===== config.mk =====
export PLATFORM = sky130hd
export DESIGN_NAME = pio_top
export DESIGN_NICKNAME = d
export VERILOG_FILES = /design/src/pio_pkg.sv /design/src/pio_sync.sv /design/src/pio_top.sv
export SDC_FILE = /design/constraint.sdc
export NUM_CORES = 1
export LEC_CHECK = 0
export ABC_AREA = 1
export ABC_CLOCK_PERIOD_IN_PS = 3400
export BUFFER_PORTS_ARGS = -buffer_cell sky130_fd_sc_hd__buf_2
export CAP_MARGIN = 5
export CORE_MARGIN = 1
export CORE_UTILIZATION = 57
export CTS_BUF_LIST = sky130_fd_sc_hd__clkbuf_16
export CTS_CLUSTER_SIZE = 14
export DETAILED_ROUTE_END_ITERATION = 8
export HOLD_SLACK_MARGIN = 0.12
export PLACE_DENSITY = 0.88
export SYNTH_ARGS = -nofsm -noshare
export SYNTH_HDL_FRONTEND = slang
export SYNTH_SLANG_ARGS = --single-unit

===== constraint.sdc =====
create_clock -name clk -period 3.4 [get_ports clk]
set_clock_uncertainty 0.15 [all_clocks]
set_input_delay 0.17 -clock clk [delete_from_list [all_inputs] [get_ports clk]]
set_output_delay 0.17 -clock clk [all_outputs]
set_load 0.01 [all_outputs]

===== src/pio_pkg.sv =====
// Package with register map, field positions and reset values of the port block.
//------------------------------------------------------------------------------
//------------------------------------------------------------------------------
package pio_pkg;
  localparam int unsigned APB_ADDR_W = 8;
  localparam int unsigned IDX_W = 6;
  // Register indices; the byte address is four times the index.
  localparam logic [IDX_W-1:0] IDX_PORT_B_PIN_LEVELS = 6'h03;
  localparam logic [IDX_W-1:0] IDX_PORT_B_DIRECTION = 6'h04;
  localparam logic [IDX_W-1:0] IDX_PORT_B_OUTPUT_VALUE = 6'h05;
  localparam logic [IDX_W-1:0] IDX_PORT_C_PIN_LEVELS = 6'h06;
  localparam logic [IDX_W-1:0] IDX_PORT_C_DIRECTION = 6'h07;
  localparam logic [IDX_W-1:0] IDX_PORT_C_OUTPUT_VALUE = 6'h08;
  localparam logic [IDX_W-1:0] IDX_PORT_D_PIN_LEVELS = 6'h09;
  localparam logic [IDX_W-1:0] IDX_PORT_D_DIRECTION = 6'h0a;
  localparam logic [IDX_W-1:0] IDX_PORT_D_OUTPUT_VALUE = 6'h0b;
  localparam logic [IDX_W-1:0] IDX_MCU_CONTROL = 6'h35;
  // Port widths.
  localparam int unsigned PORT_B_W = 8;
  localparam int unsigned PORT_C_W = 7;
  localparam int unsigned PORT_D_W = 8;
  // Reset values.
  localparam logic [7:0] RST_PORT_B = 8'h00;
  localparam logic [6:0] RST_PORT_C = 7'h00;
  localparam logic [7:0] RST_PORT_D = 8'h00;
  localparam logic [7:0] RST_MCU_CONTROL = 8'h00;
  // Control register fields.
  localparam int unsigned MCU_PULLUP_OFF_BIT = 4;
  localparam logic [7:0] MCU_WRITE_MASK = 8'h73;
endpackage : pio_pkg


===== src/pio_sync.sv =====
// Three-stage pin synchroniser that accepts a change once stages two and three agree.
`timescale 1ns/1ps
module pio_sync #(
  parameter int unsigned W = 8
) (
  input wire logic clk,
  input wire logic nrst,
  input wire logic [W-1:0] pin_in,
  output logic [W-1:0] level
);
  logic [W-1:0] s1_reg;
  logic [W-1:0] s2_reg;
  logic [W-1:0] s3_reg;
  logic [W-1:0] level_reg;
  logic [W-1:0] level_next;

  always_comb begin
    for (int i = 0; i < W; i++) begin
      level_next[i] = (s2_reg[i] == s3_reg[i]) ? s3_reg[i] : level_reg[i];
    end
  end

  always_ff @(posedge clk or negedge nrst) begin
    if (!nrst) begin
      s1_reg <= '0;
      s2_reg <= '0;
      s3_reg <= '0;
      level_reg <= '0;
    end else begin
      s1_reg <= pin_in;
      s2_reg <= s1_reg;
      s3_reg <= s2_reg;
      level_reg <= level_next;
    end
  end

  assign level = level_reg;
endmodule : pio_sync


===== src/pio_top.sv =====
// Three I/O ports with APB registers and alternate-function overrides on port D.
//
// Local design decision: the APB slave port.
`timescale 1ns/1ps
module pio_top (
  input wire logic clk,
  input wire logic nrst,
  input wire logic psel,
  input wire logic penable,
  input wire logic pwrite,
  input wire logic [pio_pkg::APB_ADDR_W-1:0] paddr,
  input wire logic [31:0] pwdata,
  output logic [31:0] prdata,
  output logic pready,
  output logic pslverr,
  input wire logic [pio_pkg::PORT_B_W-1:0] pb_pin_in,
  output logic [pio_pkg::PORT_B_W-1:0] pb_pin_out,
  output logic [pio_pkg::PORT_B_W-1:0] pb_pin_oe_n,
  output logic [pio_pkg::PORT_B_W-1:0] pb_pullup_on,
  input wire logic [pio_pkg::PORT_C_W-1:0] pc_pin_in,
  output logic [pio_pkg::PORT_C_W-1:0] pc_pin_out,
  output logic [pio_pkg::PORT_C_W-1:0] pc_pin_oe_n,
  output logic [pio_pkg::PORT_C_W-1:0] pc_pullup_on,
  input wire logic [pio_pkg::PORT_D_W-1:0] pd_pin_in,
  output logic [pio_pkg::PORT_D_W-1:0] pd_pin_out,
  output logic [pio_pkg::PORT_D_W-1:0] pd_pin_oe_n,
  output logic [pio_pkg::PORT_D_W-1:0] pd_pullup_on,
  input wire logic digital_inputs_off,
  input wire logic serial_receiver_on,
  input wire logic serial_transmitter_on,
  input wire logic serial_tx_data,
  input wire logic serial_sync_select,
  input wire logic serial_ext_clock_out,
  input wire logic timer_zero_compare_on_a,
  input wire logic timer_zero_compare_out_a,
  input wire logic timer_zero_compare_on_b,
  input wire logic timer_zero_compare_out_b,
  input wire logic timer_two_compare_on_b,
  input wire logic timer_two_compare_out_b,
  input wire logic external_irq_zero_on,
  input wire logic external_irq_one_on,
  input wire logic [pio_pkg::PORT_D_W-1:0] pin_change_mask_d,
  input wire logic pin_change_group1_on,
  input wire logic pin_change_group2_on,
  output logic [pio_pkg::PORT_D_W-1:0] pin_change_src_d,
  output logic serial_rx_data,
  output logic serial_ext_clock,
  output logic timer_zero_count_input,
  output logic timer_one_count_input,
  output logic external_irq_zero,
  output logic external_irq_one
);
  localparam int unsigned BW = pio_pkg::PORT_B_W;
  localparam int unsigned CW = pio_pkg::PORT_C_W;
  localparam int unsigned DW = pio_pkg::PORT_D_W;

  //----------------------------------------------------------------------------
  // Register file and APB slave
  //----------------------------------------------------------------------------
  logic [BW-1:0] port_b_direction_reg, port_b_direction_next;
  logic [BW-1:0] port_b_output_value_reg, port_b_output_value_next;
  logic [CW-1:0] port_c_direction_reg, port_c_direction_next;
  logic [CW-1:0] port_c_output_value_reg, port_c_output_value_next;
  logic [DW-1:0] port_d_direction_reg, port_d_direction_next;
  logic [DW-1:0] port_d_output_value_reg, port_d_output_value_next;
  logic [7:0] mcu_control_reg, mcu_control_next;
  logic [31:0] prdata_reg, prdata_next;
  logic pready_reg, pready_next;
  logic pslverr_reg, pslverr_next;
  logic [BW-1:0] pb_level;
  logic [CW-1:0] pc_level;
  logic [DW-1:0] pd_level;
  logic [BW-1:0] pb_di;
  logic [CW-1:0] pc_di;
  logic [DW-1:0] pd_di;
  logic [pio_pkg::IDX_W-1:0] idx;
  logic setup;
  logic wr_en;
  logic hit;
  logic global_pullup_off;

  assign idx = paddr[pio_pkg::APB_ADDR_W-1:2];
  assign setup = psel && !penable;
  assign wr_en = psel && penable && pwrite && pready_reg;
  assign global_pullup_off = mcu_control_reg[pio_pkg::MCU_PULLUP_OFF_BIT];

  always_comb begin
    port_b_direction_next = port_b_direction_reg;
    port_b_output_value_next = port_b_output_value_reg;
    port_c_direction_next = port_c_direction_reg;
    port_c_output_value_next = port_c_output_value_reg;
    port_d_direction_next = port_d_direction_reg;
    port_d_output_value_next = port_d_output_value_reg;
    mcu_control_next = mcu_control_reg;
    prdata_next = prdata_reg;
    hit = (paddr[1:0] == 2'h0);
    // Writes to the pin-level registers fall through and change nothing.
    if (wr_en && hit) begin
      unique case (idx)
        pio_pkg::IDX_PORT_B_DIRECTION: port_b_direction_next = pwdata[BW-1:0];
        pio_pkg::IDX_PORT_B_OUTPUT_VALUE: port_b_output_value_next = pwdata[BW-1:0];
        pio_pkg::IDX_PORT_C_DIRECTION: port_c_direction_next = pwdata[CW-1:0];
        pio_pkg::IDX_PORT_C_OUTPUT_VALUE: port_c_output_value_next = pwdata[CW-1:0];
        pio_pkg::IDX_PORT_D_DIRECTION: port_d_direction_next = pwdata[DW-1:0];
        pio_pkg::IDX_PORT_D_OUTPUT_VALUE: port_d_output_value_next = pwdata[DW-1:0];
        pio_pkg::IDX_MCU_CONTROL: mcu_control_next = pwdata[7:0] & pio_pkg::MCU_WRITE_MASK;
        default: mcu_control_next = mcu_control_reg;
      endcase
    end
    if (setup) begin
      prdata_next = 32'h0000_0000;
      unique case (idx)
        pio_pkg::IDX_PORT_B_PIN_LEVELS: prdata_next[BW-1:0] = pb_di;
        pio_pkg::IDX_PORT_B_DIRECTION: prdata_next[BW-1:0] = port_b_direction_reg;
        pio_pkg::IDX_PORT_B_OUTPUT_VALUE: prdata_next[BW-1:0] = port_b_output_value_reg;
        pio_pkg::IDX_PORT_C_PIN_LEVELS: prdata_next[CW-1:0] = pc_di;
        pio_pkg::IDX_PORT_C_DIRECTION: prdata_next[CW-1:0] = port_c_direction_reg;
        pio_pkg::IDX_PORT_C_OUTPUT_VALUE: prdata_next[CW-1:0] = port_c_output_value_reg;
        pio_pkg::IDX_PORT_D_PIN_LEVELS: prdata_next[DW-1:0] = pd_di;
        pio_pkg::IDX_PORT_D_DIRECTION: prdata_next[DW-1:0] = port_d_direction_reg;
        pio_pkg::IDX_PORT_D_OUTPUT_VALUE: prdata_next[DW-1:0] = port_d_output_value_reg;
        pio_pkg::IDX_MCU_CONTROL: prdata_next[7:0] = mcu_control_reg;
        default: hit = 1'b0;
      endcase
      if (paddr[1:0] != 2'h0) begin
        hit = 1'b0;
      end
      if (!hit) begin
        prdata_next = 32'h0000_0000;
      end
    end
    // The answer is prepared in the setup cycle so the access phase needs no wait.
    pready_next = setup;
    pslverr_next = setup ? !hit : pslverr_reg && psel && penable;
  end

  always_ff @(posedge clk or negedge nrst) begin
    if (!nrst) begin
      port_b_direction_reg <= pio_pkg::RST_PORT_B;
      port_b_output_value_reg <= pio_pkg::RST_PORT_B;
      port_c_direction_reg <= pio_pkg::RST_PORT_C;
      port_c_output_value_reg <= pio_pkg::RST_PORT_C;
      port_d_direction_reg <= pio_pkg::RST_PORT_D;
      port_d_output_value_reg <= pio_pkg::RST_PORT_D;
      mcu_control_reg <= pio_pkg::RST_MCU_CONTROL;
      prdata_reg <= 32'h0000_0000;
      pready_reg <= 1'b0;
      pslverr_reg <= 1'b0;
    end else begin
      port_b_direction_reg <= port_b_direction_next;
      port_b_output_value_reg <= port_b_output_value_next;
      port_c_direction_reg <= port_c_direction_next;
      port_c_output_value_reg <= port_c_output_value_next;
      port_d_direction_reg <= port_d_direction_next;
      port_d_output_value_reg <= port_d_output_value_next;
      mcu_control_reg <= mcu_control_next;
      prdata_reg <= prdata_next;
      pready_reg <= pready_next;
      pslverr_reg <= pslverr_next;
    end
  end

  assign prdata = prdata_reg;
  assign pready = pready_reg;
  assign pslverr = pslverr_reg;

  //----------------------------------------------------------------------------
  // Input synchronisers and digital input enables
  //----------------------------------------------------------------------------
  pio_sync #(.W(BW)) u_sync_b (.clk(clk), .nrst(nrst), .pin_in(pb_pin_in), .level(pb_level));
  pio_sync #(.W(CW)) u_sync_c (.clk(clk), .nrst(nrst), .pin_in(pc_pin_in), .level(pc_level));
  pio_sync #(.W(DW)) u_sync_d (.clk(clk), .nrst(nrst), .pin_in(pd_pin_in), .level(pd_level));

  //----------------------------------------------------------------------------
  // Port D override pairs and pin drive
  //----------------------------------------------------------------------------
  logic [DW-1:0] pullup_override_on, pullup_override_value;
  logic [DW-1:0] direction_override_on, direction_override_value;
  logic [DW-1:0] out_value_override_on, out_value_override_value;
  logic [DW-1:0] input_enable_override_on, input_enable_override_value;
  logic [DW-1:0] pd_dir, pd_out, pd_pull, pd_die;
  logic [BW-1:0] pb_pin_out_next, pb_pin_oe_n_next, pb_pullup_on_next;
  logic [CW-1:0] pc_pin_out_next, pc_pin_oe_n_next, pc_pullup_on_next;
  logic [DW-1:0] pd_pin_out_next, pd_pin_oe_n_next, pd_pullup_on_next;
  logic [BW-1:0] pb_pin_out_reg, pb_pin_oe_n_reg, pb_pullup_on_reg;
  logic [CW-1:0] pc_pin_out_reg, pc_pin_oe_n_reg, pc_pullup_on_reg;
  logic [DW-1:0] pd_pin_out_reg, pd_pin_oe_n_reg, pd_pullup_on_reg;
  logic [DW-1:0] pd_di_reg;

  always_comb begin
    pullup_override_on = '0;
    pullup_override_value = '0;
    direction_override_on = '0;
    direction_override_value = '0;
    out_value_override_on = '0;
    out_value_override_value = '0;
    // Masked pin-change sources unmask the input buffer under group two, bit 2 under group one instead; value is always one.
    input_enable_override_on = pin_change_mask_d & {DW{pin_change_group2_on}};
    input_enable_override_value = '1;
    pullup_override_on[0] = serial_receiver_on;
    pullup_override_value[0] = port_d_output_value_reg[0] && !global_pullup_off;
    direction_override_on[0] = serial_receiver_on;
    direction_override_value[0] = 1'b0;
    pullup_override_on[1] = serial_transmitter_on;
    direction_override_on[1] = serial_transmitter_on;
    direction_override_value[1] = 1'b1;
    out_value_override_on[1] = serial_transmitter_on;
    out_value_override_value[1] = serial_tx_data;
    input_enable_override_on[2] = external_irq_zero_on ||
                                  (pin_change_mask_d[2] && pin_change_group1_on);
    input_enable_override_on[3] = external_irq_one_on ||
                                  (pin_change_mask_d[3] && pin_change_group2_on);
    out_value_override_on[3] = timer_two_compare_on_b;
    out_value_override_value[3] = timer_two_compare_out_b;
    out_value_override_on[4] = serial_sync_select;
    out_value_override_value[4] = serial_ext_clock_out;
    out_value_override_on[5] = timer_zero_compare_on_b;
    out_value_override_value[5] = timer_zero_compare_out_b;
    out_value_override_on[6] = timer_zero_compare_on_a;
    out_value_override_value[6] = timer_zero_compare_out_a;
    for (int i = 0; i < DW; i++) begin
      pd_dir[i] = direction_override_on[i] ? direction_override_value[i]
                                           : port_d_direction_reg[i];
      pd_out[i] = out_value_override_on[i] ? out_value_override_value[i]
                                           : port_d_output_value_reg[i];
      pd_pull[i] = pullup_override_on[i] ? pullup_override_value[i]
                 : !port_d_direction_reg[i] && port_d_output_value_reg[i]
                   && !global_pullup_off;
      pd_die[i] = input_enable_override_on[i] ? input_enable_override_value[i]
                                              : !digital_inputs_off;
    end
    pb_di = pb_level & {BW{!digital_inputs_off}};
    pc_di = pc_level & {CW{!digital_inputs_off}};
    pd_di = pd_level & pd_die;
    pb_pin_out_next = port_b_output_value_reg;
    pb_pin_oe_n_next = ~port_b_direction_reg;
    pb_pullup_on_next = ~port_b_direction_reg & port_b_output_value_reg
                        & {BW{!global_pullup_off}};
    pc_pin_out_next = port_c_output_value_reg;
    pc_pin_oe_n_next = ~port_c_direction_reg;
    pc_pullup_on_next = ~port_c_direction_reg & port_c_output_value_reg
                        & {CW{!global_pullup_off}};
    pd_pin_out_next = pd_out;
    pd_pin_oe_n_next = ~pd_dir;
    pd_pullup_on_next = pd_pull;
  end

  always_ff @(posedge clk or negedge nrst) begin
    if (!nrst) begin
      pb_pin_out_reg <= '0;
      pb_pin_oe_n_reg <= '1;
      pb_pullup_on_reg <= '0;
      pc_pin_out_reg <= '0;
      pc_pin_oe_n_reg <= '1;
      pc_pullup_on_reg <= '0;
      pd_pin_out_reg <= '0;
      pd_pin_oe_n_reg <= '1;
      pd_pullup_on_reg <= '0;
      pd_di_reg <= '0;
    end else begin
      pb_pin_out_reg <= pb_pin_out_next;
      pb_pin_oe_n_reg <= pb_pin_oe_n_next;
      pb_pullup_on_reg <= pb_pullup_on_next;
      pc_pin_out_reg <= pc_pin_out_next;
      pc_pin_oe_n_reg <= pc_pin_oe_n_next;
      pc_pullup_on_reg <= pc_pullup_on_next;
      pd_pin_out_reg <= pd_pin_out_next;
      pd_pin_oe_n_reg <= pd_pin_oe_n_next;
      pd_pullup_on_reg <= pd_pullup_on_next;
      pd_di_reg <= pd_di;
    end
  end

  assign pb_pin_out = pb_pin_out_reg;
  assign pb_pin_oe_n = pb_pin_oe_n_reg;
  assign pb_pullup_on = pb_pullup_on_reg;
  assign pc_pin_out = pc_pin_out_reg;
  assign pc_pin_oe_n = pc_pin_oe_n_reg;
  assign pc_pullup_on = pc_pullup_on_reg;
  assign pd_pin_out = pd_pin_out_reg;
  assign pd_pin_oe_n = pd_pin_oe_n_reg;
  assign pd_pullup_on = pd_pullup_on_reg;
  assign pin_change_src_d = pd_di_reg;
  assign serial_rx_data = pd_di_reg[0];
  assign external_irq_zero = pd_di_reg[2];
  assign external_irq_one = pd_di_reg[3];
  assign serial_ext_clock = pd_di_reg[4];
  assign timer_zero_count_input = pd_di_reg[4];
  assign timer_one_count_input = pd_di_reg[5];
endmodule : pio_top


Word-level counts from Yosys, hierarchy flattened
Index checks and enable logic that the tools add are counted.
Storage, ports and cells
  register bits: 254
  input bits: 92
  logic and storage cells: 171
  output and inout bits: 117
Operators by class
  reductions and logical operators: 50
  eq/ne operators: 33
  bitwise operators: 11
  mux-type cells: 25
Operators with widths (number)
  one-hot mux 7 bit (10 select lines): 1
  bitwise AND 8 bit: 5
  logical AND 1 bit: 26
  equality test 6 x 3 -> 1 bit, second input constant: 4
  equality test 6 x 4 -> 1 bit, second input constant: 4
  equality test 1 bit: 23
  2-to-1 mux 1 bit: 22
  bitwise AND 7 bit: 3
  inverter 8 bit: 2
  AND reduction 2 bit: 7
  zero test 1 bit: 12
  OR reduction 10 bit: 1
  2-to-1 mux 8 bit: 1
  inverter 7 bit: 1
  equality test 6 x 2 -> 1 bit, second input constant: 1
  equality test 6 bit, second input constant: 1
  one-hot mux 1 bit (6 select lines): 1
  zero test 2 bit: 1
  logical OR 1 bit: 2
  nonzero test 2 bit: 1

Depth between registers and ports, before layout
Gate-level depths: netlist of run 1.
  word-level depth: 8
  depth in mapped cells: 10

Modules after synthesis
Synthesis of run 1 repeated with hierarchy kept, for this count alone.
Unflattened totals
  cells, all modules: 815
  area, all modules: 8403.1 µm²
Modules (own cells, without submodules)
  pio_top: area each 5726.7 µm², cells an instance 631, times used 1, seq. area each 3482.1 µm²
  pio_sync (u_sync_b ...): area each 930.9 µm², cells an instance 64, times used 2, seq. area each 800.8 µm²
  pio_sync (u_sync_c): area each 814.5 µm², cells an instance 56, times used 1, seq. area each 700.7 µm²

Worst setup path before layout of run 1
No wires, ideal clock.
  kind: reg-to-reg
  start: reg pready_reg (netlist: pready)
  end: reg port_c_direction_reg[4]
  stages on the path, launching flop included: 7
  data arrival time: 1280 ps
  data required time: 3121 ps
  path slack: 1841 ps
  path through: dfrtp_1 nand4_1 nor3_2 nand3_1 buf_2 nand2_1 o21ai_0
On the way
  cells in the longest elaborated chain, start to end: 3
Ends and longest elaborated chain
  start: declaration: line pio_top.sv:68  | logic pready_reg, pready_next;
  start signal: assignment: line pio_top.sv:158  | pready_reg <= pready_next;
  logical AND 1 bit: line pio_top.sv:84  | assign wr_en = psel && penable && pwrite && pready_reg;
  logical AND 1 bit: line pio_top.sv:98  | if (wr_en && hit) begin
  AND reduction 2 bit (no line)
  end signal: assignment: line pio_top.sv:141  | port_c_direction_reg <= pio_pkg::RST_PORT_C;
  end signal: assignment: line pio_top.sv:152  | port_c_direction_reg <= port_c_direction_next;
  end: declaration: line pio_top.sv:62  | logic [CW-1:0] port_c_direction_reg, port_c_direction_next;
No other way between the ends.
A chain may end at the register's enable or synchronous reset.

Worst setup path after layout of run 1
  start: in pin_change_mask_d[6] in the netlist's numbering
  end: reg prdata_reg[6] (netlist: prdata[6])
On the way
  cells in the longest elaborated chain, start to end: 5
Ends and longest elaborated chain
  start: declaration: line pio_top.sv:42  | input wire logic [pio_pkg::PORT_D_W-1:0] pin_change_mask_d,
  bitwise AND 8 bit: line pio_top.sv:198  | input_enable_override_on = pin_change_mask_d & {DW{pin_change_group2_on}};
  2-to-1 mux 1 bit: line pio_top.sv:229  | pd_die[i] = input_enable_override_on[i] ? input_enable_override_value[i]
  bitwise AND 8 bit: line pio_top.sv:234  | pd_di = pd_level & pd_die;
  one-hot mux 7 bit (10 select lines): line pio_top.sv:112  | unique case (idx)
  2-to-1 mux 8 bit: line pio_top.sv:128  | if (!hit) begin
  end signal: assignment: line pio_top.sv:157  | prdata_reg <= prdata_next;
  end: declaration: line pio_top.sv:67  | logic [31:0] prdata_reg, prdata_next;
No other way between the ends.

==> results of run 1 <==
## power by group through the flow
stage / sequential [mW] / clock, mW / combinational (mW)
finish: 2.87 / 2.27 / 0.334
global route: 2.88 / 2.43 / 0.369
CTS: 2.87 / 2.30 / 0.329
global placement: 2.92 / 0 / 0.251
detailed placement: 2.92 / 0 / 0.258
floorplan: 2.92 / 0 / 0.127
## through the flow
step | cell area (um2) | hold WS (ns) | util [%] | total power [mW] | std cells
floorplan | 8325 | -0.2756 | - | 3.045 | 750
global placement | 9116 | 0.03170 | 65.17 | 3.167 | 1053
detailed placement | 9116 | 0.03846 | 65.17 | 3.179 | 1053
CTS | 10540 | 0.1211 | 75.31 | 5.506 | 1167
global route | 10540 | 0.1625 | 75.35 | 5.681 | 1169
finish | 10540 | 0.07195 | 75.35 | 5.475 | 1169
## worst min path at each step
stage | startpoint | endpoint | slack, ns | depth (start not counted)
6_report | nrst | pd_pin_out[5] | 0.07 | 2
5_1_grt | pb_pin_in[2] | u_sync_b.s1_reg[2] | 0.16 | 2
4_1_cts | nrst | pd_pin_out[5] | 0.12 | 2
3_5_place_dp | nrst | pd_pin_out[5] | 0.04 | 1
3_3_place_gp | nrst | pd_pin_out[5] | 0.03 | 1
2_1_floorplan | nrst | mcu_control_reg[0] | -0.28 | 0
## repair_timing
action                    4_1_cts  5_1_grt
setup buffers                   0        0
hold buffers                   74        0
hold endpoints to repair      251        0
## routing by layer
metal  vias to the layer above  part of all wire [%]  global-route usage, %
li1                       2751                     -                      -
met1                      2838                    39                  33.59
met2                       282                    50                  44.84
met3                        66                   6.5                  3.160
met4                         0                   4.5                  12.27
met5                         -                     0                      0
## cell families (layout without fill, tap and decap cells)
logic type               Yosys count  in the layout  share of synthesized area, %
adder cells (fa/ha/maj)           23             23                         2.794
AND/OR/NAND/NOR                  309            309                         16.20
flip-flops                       230            230                         70.21
buffers and inverters             93            330                         5.862
other                              1             26                       0.04551
AO/OA/AOI/OAI                     71             71                         4.890
## cells in the final DEF (no fill, tap or decap), types with 2 or more instances in the layout
master and n:
nand4_1 2, nor2_4 8, buf_2 159, nand3b_1 5, a21oi_1 5, clkinv_2 7, nand3_1 41, nand2_1 186
diode_2 2, buf_4 3, nor2_1 53, a21boi_0 7, inv_1 55, nor3_1 6, maj3_1 23, clkbuf_16 23
o21ai_0 50, dfstp_2 23, clkinv_1 2, o21ai_2 8, dfrtp_1 207, conb_1 24, nand2_2 2, dlygate4sd3_1 74
inv_2 3, nor4_1 2
## cell type report
| class | count | area, um2 |
|---|---|---|
| flip-flops and latches | 230 | 5784 |
| inverters | 52 | 195.2 |
| fillers | 887 | 3448 |
| clock buffers | 23 | 575.6 |
| multi-input cells | 427 | 2058 |
| well taps | 180 | 225.2 |
| repair buffers | 238 | 1594 |
| clock inverters | 17 | 102.6 |
| diodes | 2 | 5.005 |
==> metrics.yaml, run 1 <==
synthesis:
  yosysWarnings: 0
  synth_edf_count: 0
  synth_area_leaders: "dfrtp_1 63%, nand2_1 8.5%, dfstp_2 7.3%"
  async_reset_ff_share_pct: 100.0
  ys_top_cells_by_count: "207 x dfrtp_1, 186 x nand2_1, 53 x nor2_1"
  synth_top_flop_cell: "dfrtp_1"
  ys_seq_area_share_pct: 70.21
  synth_most_common_cell: "dfrtp_1"
  syn-instance-count: 727
  synth_seq_cells: 230
  avgSynthCellArea_um2: 11.33
  synth_area_leader_cell: "dfrtp_1"
  synth.top_cell.area_share_pct: 62.87
  synth.distinct_cells: 29
  syn_area_um2: 8239
floorplanning:
  core_area_um2: 13990
  start_util_pct: 58.90
  die_h_um: 122.2
  chipWidth_um: 122.2
  rows: 43
  die_area_um2: 14940
  io_pins: 209
sta:
  fin_tns_setup_ns: 0
  slew_violations: 0
  slew_headroom_pct: 38.14
  max_freq_mhz: 416.3
  setup_violations: 0
  min_period_ns: 2.402
  rsz0062_at_grt: "false"
  fin_crit_sh_pct: 70.66
  hold_viol: 0
  setup_ws_ns: 0.9977
  tightest_slew_ns: 0.9278
cells_and_area:
  nNetsFinal: 1063
  area_delta_synth_final_pct: 27.93
  drive_gt1_share_pct: 24.72
worst_setup_path:
  cp.arrival_ns: 2.63
  crit_fanout: 2
  start_kind: "input pin"
  reg2reg_depth: 5
  worst_path_most_repeated_cell: "nand2_1"
  rr_endpoint: "port_b_direction_reg[7]"
  cp_cell_sequence: "dlygate4sd3_1, buf_2, nand2_1, dlygate4sd3_1, nand2_1, dlygate4sd3_1, nand2_1, nor2_1, a21oi_1, nand3_1, nand2_1, nand2_1"
  path_class: "input pin to flop"
  crit_start: "pin_change_mask_d[6]"
  crit_path_end: "prdata[6]"
  reg2reg_from: "pready"
  path_buf_inv: 4
  cpLargestDelayFamily: "buffers and inverters"
  cp_slowest_stage_delay_ns: 0.57
  worst-r2r-setup-slack_ns: 1.26
  crit_required_ns: 3.63
  endpoint_kind: "flop"
  cp_slowest_cell: "dlygate4sd3_1"
  path_depth: 12
power:
  comb_power_share_pct: 6.1
  leakage_nw: 5.295
  p_clk_share_pct: 41.4
  internal_power_mw: 4.274
  swShare_pct: 21.92
  power-per-cell-area_nw_per_um2: 519.4
  switchingPower_mw: 1.200
  ir_drop_v: 0.0004511
  power_frac_seq_pct: 52.5
placement:
  gp_congestion: 0.9425
  io_buffers: 160
  hpwl_um: 12060
  pre_cts_slack_ns: 1.279
status:
  status: "finished clean"
grt:
  antenna_found_initial: 2
  overflow: 0
  grt_pass1_wl_um: 29840
  grt_usage_pct: 26.23
  grt_pass1_vias: 5999
  grt_max_degree: 86
detailed_routing:
  num_vias: 5937
  detail-route-antenna-nets: 0
  drcViolationCount: 0
  first_pass_iters: 6
  drt_iter0_drc: 436
  routed_via_density: 5.079
  routed_wl_um: 18720
  drt-wirelength-per-cell_um: 16.02
clock_tree:
  cts_tree: "built"
  cts_buffers: 22
  htreeDepth: 1
  cts_root_buf: "clkbuf_16"
  cts_max_path_buffers: 3
  clk_pin_slew_worst_paths_ns: 0.06
  cts_num_sinks: 230
  worstSkewPairLatency_ns: 0.49
  cts.repair.resized: 0
hold_path:
  hold_class: "input pin to asynchronous set/reset pin"
flow_run:
  cap_violations: 0
Power figures use the tool's default switching activity.
==> inputs of run 2 (changes only) <==
--- a/config.mk
+++ b/config.mk
@@ -6,16 +6,16 @@
 export NUM_CORES = 1
 export LEC_CHECK = 0
 export ABC_AREA = 1
-export ABC_CLOCK_PERIOD_IN_PS = 3400
+export ABC_CLOCK_PERIOD_IN_PS = 2500
 export BUFFER_PORTS_ARGS = -buffer_cell sky130_fd_sc_hd__buf_2
 export CAP_MARGIN = 5
 export CORE_MARGIN = 1
-export CORE_UTILIZATION = 57
+export CORE_UTILIZATION = 52
 export CTS_BUF_LIST = sky130_fd_sc_hd__clkbuf_16
 export CTS_CLUSTER_SIZE = 14
 export DETAILED_ROUTE_END_ITERATION = 8
 export HOLD_SLACK_MARGIN = 0.12
-export PLACE_DENSITY = 0.88
+export PLACE_DENSITY = 0.81
 export SYNTH_ARGS = -nofsm -noshare
 export SYNTH_HDL_FRONTEND = slang
 export SYNTH_SLANG_ARGS = --single-unit
==> constraint.sdc (replaced) <==
create_clock -name clk -period 2.5 [get_ports clk]
set_clock_uncertainty 0.15 [all_clocks]
set_input_delay 0.125 -clock clk [delete_from_list [all_inputs] [get_ports clk]]
set_output_delay 0.125 -clock clk [all_outputs]
set_load 0.01 [all_outputs]
==> run 2 against run 1 <==
Compared with the run above:
- clock power is 38% higher
- count of clock-buffer cells in the layout stayed put
- highest routed layer unchanged
- final area is 3.5% higher
- register-to-register slack worse by 0.67 ns
==> metrics.yaml, run 2 (synthesized netlist as in run 1, its figures left out) <==
cells_and_area:
  regArea_um2: 5784
  layout_commonest_cell: "dfrtp_1"
  nNetsFinal: 1094
  drive_gt1_share_pct: 23.87
  multiInputGateArea_um2: 2058
  postLayoutCoreUtil_pct: 71.24
  final_cells: 1230
  fillerInstances: 1104
  design_area_um2: 10910
  area_delta_synth_final_pct: 32.42
  mostFrequentLayoutCells: "207 x dfrtp_1, 186 x nand2_1, 159 x buf_2"
clock_tree:
  cts_buffers: 22
  clk_pin_slew_worst_paths_ns: 0.06
  cts_root_buf: "clkbuf_16"
  worstSkewPairLatency_ns: 0.50
  htreeDepth: 1
  cts_num_sinks: 230
  cts.repair.resized: 0
  cts_tree: "built"
  post-cts-setup-buffers: 0
  cts_hold_buf: 99
  cts_max_path_buffers: 3
grt:
  antenna_found_initial: 1
  overflow: 0
  grt_pass1_wl_um: 30070
  busiest_layer: "met2"
  met1_usage_pct: 30.92
  grt_usage_pct: 23.90
  grt_pass1_vias: 5882
  grt_max_degree: 81
  met2_usage_pct: 40.25
  met3_usage_pct: 3.464
sta:
  fin_tns_setup_ns: 0
  slew_violations: 0
  hold_viol: 0
  setup_violations: 0
  hold_slack_ns: 0.1687
  fin_crit_sh_pct: 94.93
  setup_ws_ns: 0.1267
  slew_headroom_pct: 59.38
  min_period_ns: 2.373
  tightest_slew_ns: 0.6093
  rsz0062_at_grt: "false"
  max_freq_mhz: 421.3
floorplanning:
  die_area_um2: 16350
  core_area_um2: 15310
  die_h_um: 127.9
  start_util_pct: 53.80
  io_pins: 209
  chipWidth_um: 127.9
  rows: 45
detailed_routing:
  num_vias: 5926
  drt_iter0_drc: 347
  drt-wirelength-per-cell_um: 15.21
  drcViolationCount: 0
  routed_via_density: 4.818
  routed_wl_um: 18710
  first_pass_iters: 5
  detail-route-antenna-nets: 0
placement:
  hpwl_um: 12050
  gp_congestion: 0.8806
  place_area_um2: 9225
  io_buffers: 160
  pre_cts_slack_ns: 0.4813
  dp_cells: 1090
worst_setup_path:
  crit_fanout: 2
  start_kind: "input pin"
  crit_required_ns: 2.73
  endpoint_kind: "flop"
  cp.arrival_ns: 2.60
  path_class: "input pin to flop"
status:
  status: "finished clean"
power:
  ir_drop_v: 0.0005723
  power-per-cell-area_nw_per_um2: 690.6
  total_power_mw: 7.535
  leakage_nw: 5.446
hold_path:
  hold_class: "input pin to flop"
flow_run:
  cap_violations: 0
## run 2: final timing paths
check | from | to | slack [ns] | depth (start not counted)
max in group asynchronous | nrst | pc_pin_oe_n[4] | 0.81 | 4
worst max register to register | pslverr | pslverr | 0.59 | 4
worst max-delay path | pin_change_mask_d[6] | prdata[6] | 0.13 | 12
min in group asynchronous | nrst | pd_pin_out[5] | 0.61 | 3
worst min-delay path | paddr[2] | prdata[2] | 0.17 | 7
worst min register to register | u_sync_b.s1_reg[4] | u_sync_b.s2_reg[4] | 0.20 | 0
## run 2: layer usage
| layer | up-vias | part of all wire [%] |
|---|---|---|
| met3 | 37 | 5.6 |
| met1 | 2825 | 42 |
| met4 | 0 | 3.7 |
| met5 | - | 0 |
| met2 | 241 | 49 |
| li1 | 2823 | - |
## run 2: power by group
part           internal, mW  switching, mW  total, mW  leakage (nW)
logic                 0.233          0.262      0.495          2.17
registers              3.85         0.0591       3.91          2.90
clock network          1.85           1.28       3.13         0.373
## run 2: layout make-up
class | count | area share [%]
diodes | 1 | 0.02294
clock buffers | 23 | 5.275
multi-input cells | 427 | 18.86
flip-flops and latches | 230 | 53.02
repair buffers | 269 | 17.55
clock inverters | 17 | 1.067
inverters | 52 | 1.789
well taps | 211 | 2.420
## run 2: worst max-delay path: stages
cell           delay (ns)
dlygate4sd3_1        0.54
buf_2                0.12
nand2_1              0.06
dlygate4sd3_1        0.57
nand2_1              0.05
dlygate4sd3_1        0.56
nand2_1              0.10
nor2_1               0.06
a21oi_1              0.13
nand3_1              0.10
nand2_1              0.11
nand2_1              0.07
==> inputs of run 3 (changes only) <==
--- a/config.mk
+++ b/config.mk
@@ -10,12 +10,12 @@
 export BUFFER_PORTS_ARGS = -buffer_cell sky130_fd_sc_hd__buf_2
 export CAP_MARGIN = 5
 export CORE_MARGIN = 1
-export CORE_UTILIZATION = 52
+export CORE_UTILIZATION = 31
 export CTS_BUF_LIST = sky130_fd_sc_hd__clkbuf_16
 export CTS_CLUSTER_SIZE = 14
 export DETAILED_ROUTE_END_ITERATION = 8
 export HOLD_SLACK_MARGIN = 0.12
-export PLACE_DENSITY = 0.81
+export PLACE_DENSITY = 0.54
 export SYNTH_ARGS = -nofsm -noshare
 export SYNTH_HDL_FRONTEND = slang
 export SYNTH_SLANG_ARGS = --single-unit
==> run 3 against run 2 <==
Compared with the run above:
- first-iteration DRC count grew 12%
- worst setup slack gained 0.023 ns
- hold slack lost 0.019 ns
- combinational power grew 0.8%
- critical endpoint is now pslverr
==> metrics.yaml, run 3 (synthesized netlist as in run 1, its figures left out) <==
clock_tree:
  cts_max_path_buffers: 3
  cts_root_buf: "clkbuf_16"
  worstSkewPairLatency_ns: 0.51
  cts_tree: "built"
  cts_num_sinks: 230
  htreeDepth: 1
  clk_pin_slew_worst_paths_ns: 0.06
  post-cts-setup-buffers: 0
  cts_buffers: 25
sta:
  hold_viol: 0
  max_freq_mhz: 425.4
  tightest_slew_ns: 0.5176
  slew_violations: 0
  fin_tns_setup_ns: 0
  setup_ws_ns: 0.1493
  slew_headroom_pct: 65.49
  setup_violations: 0
  fin_crit_sh_pct: 94.03
  min_period_ns: 2.351
  rsz0062_at_grt: "false"
cells_and_area:
  insertedDiodeCount: 0
  postLayoutCoreUtil_pct: 42.92
  design_area_um2: 11180
  regArea_um2: 5784
  layout_commonest_cell: "dfrtp_1"
  fillerInstances: 2514
  nNetsFinal: 1106
  multiInputGateArea_um2: 2058
  mostFrequentLayoutCells: "207 x dfrtp_1, 186 x nand2_1, 159 x buf_2"
  area_delta_synth_final_pct: 35.75
  drive_gt1_share_pct: 24.71
detailed_routing:
  detail-route-antenna-nets: 0
  num_vias: 5785
  routed_via_density: 4.232
  routed_wl_um: 19490
  drcViolationCount: 0
  first_pass_iters: 4
  drt_iter0_drc: 389
  drt-wirelength-per-cell_um: 14.26
status:
  status: "finished clean"
grt:
  grt_max_degree: 67
  busiest_layer: "met2"
  grt_usage_pct: 14.71
  met2_usage_pct: 23.96
  met1_usage_pct: 18.72
  grt_pass1_vias: 5688
  met3_usage_pct: 2.963
  antenna_found_initial: 0
  grt_pass1_wl_um: 30670
  overflow: 0
hold_path:
  hold_class: "input pin to flop"
placement:
  io_buffers: 160
  hpwl_um: 13810
  pre_cts_slack_ns: 0.6025
  gp_congestion: 0.9015
  place_area_um2: 9383
worst_setup_path:
  cpLargestDelayFamily: "buffers and inverters"
  crit_required_ns: 2.74
  worst_path_most_repeated_cell: "nand2_1"
  path_buf_inv: 4
  cp_slowest_cell: "dlygate4sd3_1"
  start_kind: "input pin"
  path_class: "input pin to flop"
  cp_cell_sequence: "dlygate4sd3_1, buf_2, inv_1, nand2_1, nor2_2, o21ai_0, nand2_1, nand2_1, nand2_1, nand2_1, dlygate4sd3_1"
  crit_fanout: 9
  endpoint_kind: "flop"
  cp_slowest_stage_delay_ns: 0.57
  cp.arrival_ns: 2.59
floorplanning:
  core_area_um2: 26060
  chipWidth_um: 165.0
  die_area_um2: 27230
  start_util_pct: 31.62
  die_h_um: 165.0
  io_pins: 209
  rows: 59
power:
  power-per-cell-area_nw_per_um2: 690.3
  leakage_nw: 5.490
  ir_drop_v: 0.0005694
flow_run:
  cap_violations: 0
-- run 3: changes by cell type in the layout (fill, tap and decap cells not counted), sizes merged, moves of 2 or more --
cell,delta
buf,+2
inv,-5
dlygate4sd3,+7
clkinv,+8
clkbuf,+2
-- run 3: power by group --
group	switching, mW	internal [mW]	total [mW]
registers	0.0583	3.85	3.91
logic	0.261	0.238	0.499
clock network	1.41	1.91	3.31
-- run 3: worst paths after layout --
check                      slack [ns]  cells after the start             startpoint                          to
setup / recovery                 0.15                     11               paddr[5]                     pslverr
hold / removal                   0.15                      3  serial_transmitter_on              pd_pin_oe_n[1]
setup reg to reg                 0.39                      6                 pready  port_d_output_value_reg[4]
hold reg to reg                  0.19                      0     u_sync_d.s1_reg[1]          u_sync_d.s2_reg[1]
max in group asynchronous        0.87                      4                   nrst              pb_pin_oe_n[3]
min in group asynchronous        0.53                      3                   nrst               pd_pin_out[5]
-- run 3: cell type report --
cell class / count / area share, %
Inverter: 52 / 1.745
Timing Repair Buffer: 278 / 17.76
Sequential cell: 230 / 51.72
Multi-Input combinational cell: 427 / 18.40
Clock buffer: 25 / 5.593
Clock inverter: 20 / 1.029
Tap cell: 335 / 3.748
-- run 3: layer usage --
| layer | vias up | wire [um] |
|---|---|---|
| li1 | 2846 | - |
| met1 | 2709 | 8541 |
| met2 | 183 | 8935 |
| met3 | 47 | 1197 |
| met4 | 0 | 812 |
| met5 | - | 0 |
-- run 3: what timing repair did --
action | CTS | global route
hold endpoints to repair | 316 | 0
endpoints found under the setup margin | 0 | 0
hold buffers | 106 | 0
gates resized for setup | 0 | 0
-- run 3: stage by stage --
stage          total power, mW  std cells  hold WS (ns)
6_report                 7.721       1367        0.1496
5_1_grt                  8.052       1367        0.1636
4_1_cts                  7.854       1367        0.1336
3_5_place_dp             4.347       1216      -0.03376
3_3_place_gp             4.338       1216      -0.04127
2_1_floorplan            4.141        750       -0.3206
-- run 3: worst register-to-register path, stage by stage, from the launching register on --
cell and delay [ns]:
dfrtp_1 0.35, nand4_1 0.12, nor3_2 0.11, dlygate4sd3_1 0.56, buf_4 0.16, nand2_1 0.29, o21ai_0 0.27
